`src/core/ppm_pkg.sv`:
```
package ppm_pkg;

    // ----------------------------------------
    // bus and register map
    // ----------------------------------------
    localparam int ADDR_W = 8;
    localparam logic [ADDR_W-1:0] OFF_DATA = 8'h00;
    localparam logic [ADDR_W-1:0] OFF_STATUS = 8'h04;
    localparam logic [ADDR_W-1:0] OFF_CONTROL = 8'h08;
    localparam logic [ADDR_W-1:0] OFF_MODE = 8'h0C;
    localparam logic [ADDR_W-1:0] OFF_IRQ_STATUS = 8'h10;
    localparam logic [ADDR_W-1:0] OFF_IRQ_MASK = 8'h14;
    localparam logic [ADDR_W-1:0] OFF_EPP_DATA = 8'h18;
    localparam logic [1:0] RESP_OKAY = 2'h0;
    localparam logic [1:0] RESP_SLVERR = 2'h2;

    // ----------------------------------------
    // field layouts and reset values
    // ----------------------------------------
    localparam int CTL_STROBE = 0;
    localparam int CTL_AUTOFEED = 1;
    localparam int CTL_INIT = 2;
    localparam int CTL_SELECT = 3;
    localparam int CTL_DIR = 5;
    localparam int ST_FAULT = 3;
    localparam int ST_SELECTED = 4;
    localparam int ST_PAPER = 5;
    localparam int ST_ACK = 6;
    localparam int ST_BUSY = 7;
    localparam logic [7:0] CTRL_RST = 8'h04;
    localparam logic [7:0] DATA_RST = 8'h00;
    localparam logic [1:0] MODE_STD = 2'h0;
    localparam logic [1:0] MODE_BIDIR = 2'h1;
    localparam logic [1:0] MODE_EPP = 2'h2;
    localparam logic [1:0] MODE_ECP = 2'h3;

    // synchronised pin vector layout
    localparam int PIN_W = 13;
    localparam int PIN_FAULT = 0;
    localparam int PIN_SEL = 1;
    localparam int PIN_PAPER = 2;
    localparam int PIN_ACK = 3;
    localparam int PIN_BUSY = 4;
    localparam int PIN_DATA = 5;

    localparam int IRQ_W = 3;
    localparam int IRQ_ACK = 0;
    localparam int IRQ_FAULT = 1;
    localparam int IRQ_PAPER = 2;

    // ----------------------------------------
    // timing
    // ----------------------------------------
    localparam int CLK_PERIOD_NS = 100;
    localparam int EPP_STALL_NS = 500;
    localparam int CNT_W = 3;
    localparam int EPP_STALL_I = (EPP_STALL_NS + CLK_PERIOD_NS - 1) / CLK_PERIOD_NS;
    localparam logic [CNT_W-1:0] EPP_STALL_CYC = CNT_W'(EPP_STALL_I);
    localparam logic [CNT_W-1:0] CNT_ONE = 3'h1;

    typedef enum logic [3:0] {
        ST_IDLE = 4'h1,
        ST_WSTALL = 4'h2,
        ST_BRESP = 4'h4,
        ST_RRESP = 4'h8
    } ppm_bus_st_t;

endpackage

```
`src/core/ppm_port_core.sv`:
```
// What this block does
// - select pin is inverse of control bit 3 in standard and bidirectional modes
// - initialise pin follows control bit 2 directly in standard and bidirectional modes
// - autofeed pin is inverse of control bit 1 in standard and bidirectional modes
// - strobe pin is inverse of control bit 0 in standard and bidirectional modes
// - status bit 7 reads inverted busy pin
// - status bit 6 reads acknowledge pin as is
// - status bit 5 reads paper-out pin as is
// - status bit 4 reads selected pin as is
// - status bit 3 reads fault pin as is
// - shared eight-bit two-way port data bus
// - epp mode pulls host ready low to stretch
//
// The AXI4-Lite register port and the address map were chosen for this implementation.
`timescale 1ns/1ps
`default_nettype none

module ppm_port_core
    import ppm_pkg::*;
(
    input wire logic CLOCK,
    input wire logic SYS_RST,
    input wire logic [ADDR_W-1:0] S_AXI_AWADDR,
    input wire logic S_AXI_AWVALID,
    output logic S_AXI_AWREADY,
    input wire logic [31:0] S_AXI_WDATA,
    input wire logic [3:0] S_AXI_WSTRB,
    input wire logic S_AXI_WVALID,
    output logic S_AXI_WREADY,
    output logic [1:0] S_AXI_BRESP,
    output logic S_AXI_BVALID,
    input wire logic S_AXI_BREADY,
    input wire logic [ADDR_W-1:0] S_AXI_ARADDR,
    input wire logic S_AXI_ARVALID,
    output logic S_AXI_ARREADY,
    output logic [31:0] S_AXI_RDATA,
    output logic [1:0] S_AXI_RRESP,
    output logic S_AXI_RVALID,
    input wire logic S_AXI_RREADY,
    output logic PRINTER_SELECT_OUT_N,
    output logic PRINTER_INITIALISE_N,
    output logic LINE_AUTOFEED_N,
    output logic DATA_STROBE_N,
    input wire logic BUSY,
    input wire logic PERIPHERAL_ACK_N,
    input wire logic PAPER_OUT,
    input wire logic PERIPHERAL_SELECTED,
    input wire logic PERIPHERAL_FAULT_N,
    input wire logic [7:0] PORT_DATA_BUS_IN,
    output logic [7:0] PORT_DATA_BUS_OUT,
    output logic PORT_DATA_BUS_OE_N,
    output logic HOST_READY_OUT,
    output logic HOST_READY_OE_N,
    output logic IRQ
);

    // ----------------------------------------
    // pin synchronisers
    // ----------------------------------------
    logic [PIN_W-1:0] meta_q, meta_d, sync_q, sync_d;
    logic [PIN_W-1:0] prev_q, prev_d;

    always_comb
    begin
        meta_d = {PORT_DATA_BUS_IN, BUSY, PERIPHERAL_ACK_N, PAPER_OUT,
                  PERIPHERAL_SELECTED, PERIPHERAL_FAULT_N};
        sync_d = meta_q;
        prev_d = sync_q;
    end

    always_ff @(posedge CLOCK or posedge SYS_RST)
    begin
        if (SYS_RST)
        begin
            meta_q <= '0;
            sync_q <= '0;
            prev_q <= '0;
        end
        else
        begin
            meta_q <= meta_d;
            sync_q <= sync_d;
            prev_q <= prev_d;
        end
    end

    // ----------------------------------------
    // register bus and port state
    // ----------------------------------------
    ppm_bus_st_t st_q, st_d;
    logic aw_got_q, aw_got_d, w_got_q, w_got_d, strb_q, strb_d;
    logic [ADDR_W-1:0] awaddr_q, awaddr_d, araddr_q, araddr_d;
    logic [7:0] wdata_q, wdata_d, data_q, data_d, ctrl_q, ctrl_d;
    logic [1:0] mode_q, mode_d, bresp_q, bresp_d, rresp_q, rresp_d;
    logic [CNT_W-1:0] cnt_q, cnt_d;
    logic pull_q, pull_d, rd_pend_q, rd_pend_d;
    logic [31:0] rdata_q, rdata_d;
    logic [IRQ_W-1:0] irq_q, irq_d, mask_q, mask_d, ev, clr;
    logic wr_fire, rd_fire, drive, map_pins, epp;
    logic [7:0] status_byte, port_byte;

    function automatic logic addr_ok(input logic [ADDR_W-1:0] a);
        addr_ok = (a == OFF_DATA) || (a == OFF_STATUS) || (a == OFF_CONTROL)
               || (a == OFF_MODE) || (a == OFF_IRQ_STATUS)
               || (a == OFF_IRQ_MASK) || (a == OFF_EPP_DATA);
    endfunction

    function automatic logic stall_hit(input logic [ADDR_W-1:0] a, input logic [1:0] m);
        stall_hit = (m == MODE_EPP) && (a == OFF_EPP_DATA);
    endfunction

    always_comb
    begin
        map_pins = (mode_q == MODE_STD) || (mode_q == MODE_BIDIR);
        epp = (mode_q == MODE_EPP);
        drive = (mode_q == MODE_STD) || !ctrl_q[CTL_DIR];
        port_byte = drive ? data_q : sync_q[PIN_DATA +: 8];
        status_byte = 8'h00;
        status_byte[ST_BUSY] = ~sync_q[PIN_BUSY];
        status_byte[ST_ACK] = sync_q[PIN_ACK];
        status_byte[ST_PAPER] = sync_q[PIN_PAPER];
        status_byte[ST_SELECTED] = sync_q[PIN_SEL];
        status_byte[ST_FAULT] = sync_q[PIN_FAULT];
        ev = '0;
        ev[IRQ_ACK] = prev_q[PIN_ACK] & ~sync_q[PIN_ACK];
        ev[IRQ_FAULT] = prev_q[PIN_FAULT] & ~sync_q[PIN_FAULT];
        ev[IRQ_PAPER] = ~prev_q[PIN_PAPER] & sync_q[PIN_PAPER];
        clr = '0;
        st_d = st_q;
        aw_got_d = aw_got_q;
        w_got_d = w_got_q;
        strb_d = strb_q;
        awaddr_d = awaddr_q;
        araddr_d = araddr_q;
        wdata_d = wdata_q;
        data_d = data_q;
        ctrl_d = ctrl_q;
        mode_d = mode_q;
        bresp_d = bresp_q;
        rresp_d = rresp_q;
        rdata_d = rdata_q;
        cnt_d = cnt_q;
        pull_d = pull_q;
        rd_pend_d = rd_pend_q;
        mask_d = mask_q;
        S_AXI_AWREADY = !aw_got_q;
        S_AXI_WREADY = !w_got_q;
        S_AXI_ARREADY = (st_q == ST_IDLE) && !(aw_got_q && w_got_q);
        if (S_AXI_AWVALID && S_AXI_AWREADY)
        begin
            aw_got_d = 1'b1;
            awaddr_d = S_AXI_AWADDR;
        end
        if (S_AXI_WVALID && S_AXI_WREADY)
        begin
            w_got_d = 1'b1;
            wdata_d = S_AXI_WDATA[7:0];
            strb_d = S_AXI_WSTRB[0];
        end
        wr_fire = 1'b0;
        rd_fire = 1'b0;
        unique case (st_q)
            ST_IDLE:
            begin
                if (aw_got_q && w_got_q)
                begin
                    st_d = ST_WSTALL;
                    rd_pend_d = 1'b0;
                    cnt_d = stall_hit(awaddr_q, mode_q) ? EPP_STALL_CYC : CNT_ONE;
                    pull_d = stall_hit(awaddr_q, mode_q);
                end
                else if (S_AXI_ARVALID)
                begin
                    st_d = ST_WSTALL;
                    rd_pend_d = 1'b1;
                    araddr_d = S_AXI_ARADDR;
                    cnt_d = stall_hit(S_AXI_ARADDR, mode_q) ? EPP_STALL_CYC : CNT_ONE;
                    pull_d = stall_hit(S_AXI_ARADDR, mode_q);
                end
            end
            ST_WSTALL:
            begin
                cnt_d = cnt_q - CNT_ONE;
                if (cnt_q == CNT_ONE)
                begin
                    pull_d = 1'b0;
                    wr_fire = !rd_pend_q;
                    rd_fire = rd_pend_q;
                    st_d = rd_pend_q ? ST_RRESP : ST_BRESP;
                end
            end
            ST_BRESP:
            begin
                if (S_AXI_BREADY)
                begin
                    st_d = ST_IDLE;
                    aw_got_d = 1'b0;
                    w_got_d = 1'b0;
                end
            end
            ST_RRESP:
            begin
                if (S_AXI_RREADY)
                begin
                    st_d = ST_IDLE;
                end
            end
        endcase
        if (wr_fire)
        begin
            bresp_d = addr_ok(awaddr_q) ? RESP_OKAY : RESP_SLVERR;
            if (strb_q)
            begin
                unique case (awaddr_q)
                    OFF_DATA, OFF_EPP_DATA: data_d = wdata_q;
                    OFF_CONTROL: ctrl_d = wdata_q;
                    OFF_MODE: mode_d = wdata_q[1:0];
                    OFF_IRQ_STATUS: clr = wdata_q[IRQ_W-1:0];
                    OFF_IRQ_MASK: mask_d = wdata_q[IRQ_W-1:0];
                    default: clr = '0;
                endcase
            end
        end
        if (rd_fire)
        begin
            rresp_d = addr_ok(araddr_q) ? RESP_OKAY : RESP_SLVERR;
            unique case (araddr_q)
                OFF_DATA, OFF_EPP_DATA: rdata_d = {24'h000000, port_byte};
                OFF_STATUS: rdata_d = {24'h000000, status_byte};
                OFF_CONTROL: rdata_d = {24'h000000, ctrl_q};
                OFF_MODE: rdata_d = {30'h00000000, mode_q};
                OFF_IRQ_STATUS: rdata_d = {29'h00000000, irq_q};
                OFF_IRQ_MASK: rdata_d = {29'h00000000, mask_q};
                default: rdata_d = 32'h00000000;
            endcase
        end
        // a new event beats a clear in the same cycle
        irq_d = (irq_q & ~clr) | ev;
    end

    always_ff @(posedge CLOCK or posedge SYS_RST)
    begin
        if (SYS_RST)
        begin
            st_q <= ST_IDLE;
            aw_got_q <= 1'b0;
            w_got_q <= 1'b0;
            strb_q <= 1'b0;
            awaddr_q <= '0;
            araddr_q <= '0;
            wdata_q <= 8'h00;
            data_q <= DATA_RST;
            ctrl_q <= CTRL_RST;
            mode_q <= MODE_STD;
            bresp_q <= RESP_OKAY;
            rresp_q <= RESP_OKAY;
            rdata_q <= 32'h00000000;
            cnt_q <= '0;
            pull_q <= 1'b0;
            rd_pend_q <= 1'b0;
            irq_q <= '0;
            mask_q <= '0;
        end
        else
        begin
            st_q <= st_d;
            aw_got_q <= aw_got_d;
            w_got_q <= w_got_d;
            strb_q <= strb_d;
            awaddr_q <= awaddr_d;
            araddr_q <= araddr_d;
            wdata_q <= wdata_d;
            data_q <= data_d;
            ctrl_q <= ctrl_d;
            mode_q <= mode_d;
            bresp_q <= bresp_d;
            rresp_q <= rresp_d;
            rdata_q <= rdata_d;
            cnt_q <= cnt_d;
            pull_q <= pull_d;
            rd_pend_q <= rd_pend_d;
            irq_q <= irq_d;
            mask_q <= mask_d;
        end
    end

    // ----------------------------------------
    // outputs
    // ----------------------------------------
    assign S_AXI_BVALID = (st_q == ST_BRESP);
    assign S_AXI_BRESP = bresp_q;
    assign S_AXI_RVALID = (st_q == ST_RRESP);
    assign S_AXI_RDATA = rdata_q;
    assign S_AXI_RRESP = rresp_q;
    // protocol modes park the pins idle; epp strobes during the stall
    assign PRINTER_SELECT_OUT_N = map_pins ? ~ctrl_q[CTL_SELECT] : 1'b1;
    assign PRINTER_INITIALISE_N = map_pins ? ctrl_q[CTL_INIT] : 1'b1;
    assign LINE_AUTOFEED_N = map_pins ? ~ctrl_q[CTL_AUTOFEED] : 1'b1;
    assign DATA_STROBE_N = map_pins ? ~ctrl_q[CTL_STROBE] : !(epp && pull_q);
    assign PORT_DATA_BUS_OUT = data_q;
    assign PORT_DATA_BUS_OE_N = !drive;
    assign HOST_READY_OUT = 1'b0;
    assign HOST_READY_OE_N = !pull_q;
    assign IRQ = |(irq_q & mask_q);

    logic ctl_wr, dat_wr, st_rd;
    assign ctl_wr = wr_fire && strb_q && (awaddr_q == OFF_CONTROL) && map_pins;
    assign dat_wr = wr_fire && strb_q && (awaddr_q == OFF_DATA) && (mode_q == MODE_STD);
    assign st_rd = rd_fire && (araddr_q == OFF_STATUS);
endmodule // ppm_port_core

`default_nettype wire

```
`config.mk`:
```
export PLATFORM = sky130hd
export DESIGN_NAME = ppm_port_core
export DESIGN_NICKNAME = d
export VERILOG_FILES = /design/src/core/ppm_pkg.sv /design/src/core/ppm_port_core.sv
export SDC_FILE = /design/constraint.sdc
export NUM_CORES = 1
export LEC_CHECK = 0
export ABC_AREA = 1
export BUFFER_PORTS_ARGS = -buffer_cell sky130_fd_sc_hd__clkbuf_2
export CAP_MARGIN = 20
export CORE_MARGIN = 3
export CORE_UTILIZATION = 49
export CTS_CLUSTER_DIAMETER = 100
export CTS_CLUSTER_SIZE = 20
export DETAILED_ROUTE_END_ITERATION = 12
export GPL_TIMING_DRIVEN = 0
export PLACE_DENSITY = 0.73
export REMOVE_ABC_BUFFERS = 1
export SETUP_SLACK_MARGIN = 0.4
export SLEW_MARGIN = 25
export SYNTH_ARGS = -nofsm -noshare
export SYNTH_HDL_FRONTEND = slang
export SYNTH_SLANG_ARGS = --single-unit
```
`constraint.sdc`:
```
create_clock -name CLOCK -period 6.9 [get_ports CLOCK]
set_input_delay 2.07 -clock CLOCK [delete_from_list [all_inputs] [get_ports CLOCK]]
set_output_delay 2.07 -clock CLOCK [all_outputs]
set_load 0.01 [all_outputs]
```
==> reports/metrics.csv <==
metric,value,unit
Peak Freq,275,MHz
CTS Sinks,99,
CTS hold repair buffers,0,
static leakage,2.75,nW
Final WS setup,3260,ps
IO buf count,74,
clock slew at reported path FFs,110,ps
Synth Instances,501,
WL final,9360,µm
Layout area overhead,13.8,%
Die H,102,µm
Num CTS Buffers,9,
grt total ovfl,0,
sequential-to-total area share from yosys stat,55.1,%
final hold violations,0,
H-Tree Depth,3,
DP Area,4900,µm²
Final min period,3640,ps
fillers,797,
RSZ-0062 raised after global routing,false,
type of the worst min-delay path,flop to flop,
post-layout instance area,5120,µm²
postcts setup bufs,0,
DRT Pass-1 Iters,4,
"Arr. time, crit path",1570,ps
Sum Neg Setup Slack,0,ps
CP max FO,6,
Worst Clk Skew,15.4,ps
max cap viols,0,
Seq cells post-synth,99,
synth warn,0,
die footprint,10400,µm²
Cell Pwr Density,295,nW/µm²
CTS tree,yes,
CP endpoint kind,output port,
VDD IR max,176,µV
vias in the first global route,3313,
GPL Wtd Cong,0.841,
final-stage net count,656,
routed vias/inst,4.95,
Critical Path RT,4830,ps
register area,2480,µm²
"commonest cells after routing, fill and taps aside","nand2_1, dfrtp_1, clkbuf_2, nand3_1, inv_1",
later-pin clock latency in the skew report,370,ps
Tcrit/Tclk final,52.7,%
Post-DRT Antenna Nets,0,
pre-CTS setup slack,3670,ps
startpoint type of the worst setup path,flop,
post-cts repair resize count,0,
Core ar.,8810,µm²
WL/cell,13.5,µm
Mean Syn Cell Area,8.98,µm²
Global Route Usage Sum,19.4,%
HPWL after DPL,7180,µm
initial drt markers,131,
share of cells above drive strength 1,23.0,%
"commonest non-fill, non-tap cell in the layout",nand2_1,
library cells used by synthesis,32,
status,completed,
initial antenna violation count,0,
post-synthesis cell area,4500,µm²
Diodes inserted,0,
IO Pins,129,
Max Root-Sink Buffers,2,
largest net degree at the start of global routing,59,
first-pass GRT wire length,15700,µm
DRC,0,
Core Rows,34,
routed via count,3443,
Die Wd,102,µm
WS Path Type,flop to output port,
Root Driver,clkbuf_8,
max-slew violations,0,
Starting Density,51.1,%
hold_ws,358,ps
area occupied by multi-input gates,1720,µm²
Finish-stage setup viols,0,
-- report_power, final --
group	internal [mW]	switching [mW]	leakage (nW)	total (mW)
registers	0.677	0.0798	1.20	0.757
clock network	0.148	0.233	0.107	0.381
logic	0.129	0.242	1.44	0.371
total	0.954	0.554	2.75	1.51
-- cell type report --
class | count | area share (%)
multi-input cells | 354 | 33.5
clock buffers | 9 | 2.42
repair buffers | 75 | 7.78
clock inverters | 7 | 1.83
flip-flops and latches | 99 | 48.5
well taps | 108 | 2.64
inverters | 43 | 3.35
-- routing by layer --
metal / part of all wire [%] / global-route usage (%) / up-vias
li1: - / - / 1702
met1: 45 / 26.3 / 1621
met2: 48 / 30.8 / 106
met3: 6.4 / 4.71 / 14
met4: 1.4 / 6.56 / 0
met5: 0 / 0 / -
-- logic make-up (layout without fill, tap and decap cells) --
family                   after synthesis  after routing  share of synthesized area, %
adder cells (fa/ha/maj)                2              2                         0.556
AND/OR/NAND/NOR                      277            277                          28.1
multiplexers                          12             12                          3.00
flip-flops                            99             99                          55.1
AO/OA/AOI/OAI                         36             36                          4.23
other                                  1             27                        0.0834
buffers and inverters                 74            134                          8.90
-- metrics by stage --
step           cells  utilization, %  total power, mW
2_1_floorplan    496               -             1.03
3_3_place_gp     678            55.3             1.11
3_5_place_dp     679            55.6             1.14
4_1_cts          695            58.1             1.52
5_1_grt          695            58.1             1.61
6_report         695            58.1             1.51
-- synthesized netlist by cell type (all sizes together) --
cell    count  area, µm²
nor3        3       26.3
nand3      45        250
mux2       12        135
nand2     177        682
a311oi      1       8.76
or2         3       18.8
o21ai      20        104
nor2       42        210
dfrtp      97       2430
inv        42        158
buf        31        234
conb        1       3.75
nand3b      2       15.0
ha          2       25.0
dfstp       2       52.6
nand4       5       61.3
clkinv      1       8.76
a21oi      13       65.1
o22ai       2       12.5
-- state kept, by name, indices dropped and copies added, names as in the netlist, 2 cells and up --
register / cells
araddr_q: 8
cnt_q: 3
prev_d: 13
mode_q: 2
mask_q: 3
PORT_DATA_BUS_OUT: 8
meta_q: 13
S_AXI_RDATA: 8
ctrl_q: 8
prev_q: 3
awaddr_q: 8
st_q: 4
irq_q: 3
wdata_q: 8
-- path summary, 6_finish.rpt --
kind / start / to / slack [ps] / depth (start not counted)
worst max-delay path: mode_q[1] / DATA_STROBE_N / 3260 / 5
worst min-delay path: meta_q[4] / prev_d[4] / 360 / 0
worst max register to register: cnt_q[1] / PORT_DATA_BUS_OUT[2] / 5240 / 8
worst min register to register: meta_q[4] / prev_d[4] / 360 / 0
max in group asynchronous: SYS_RST / st_q[0] / 4580 / 3
min in group asynchronous: SYS_RST / meta_q[7] / 1680 / 2
-- worst max-delay path: stages, from the launching register on --
cell	delay (ps)
dfrtp_1	400
inv_1	130
or2_2	310
o21ai_0	180
inv_1	60
clkbuf_2	130
Power figures use the tool's default switching activity.
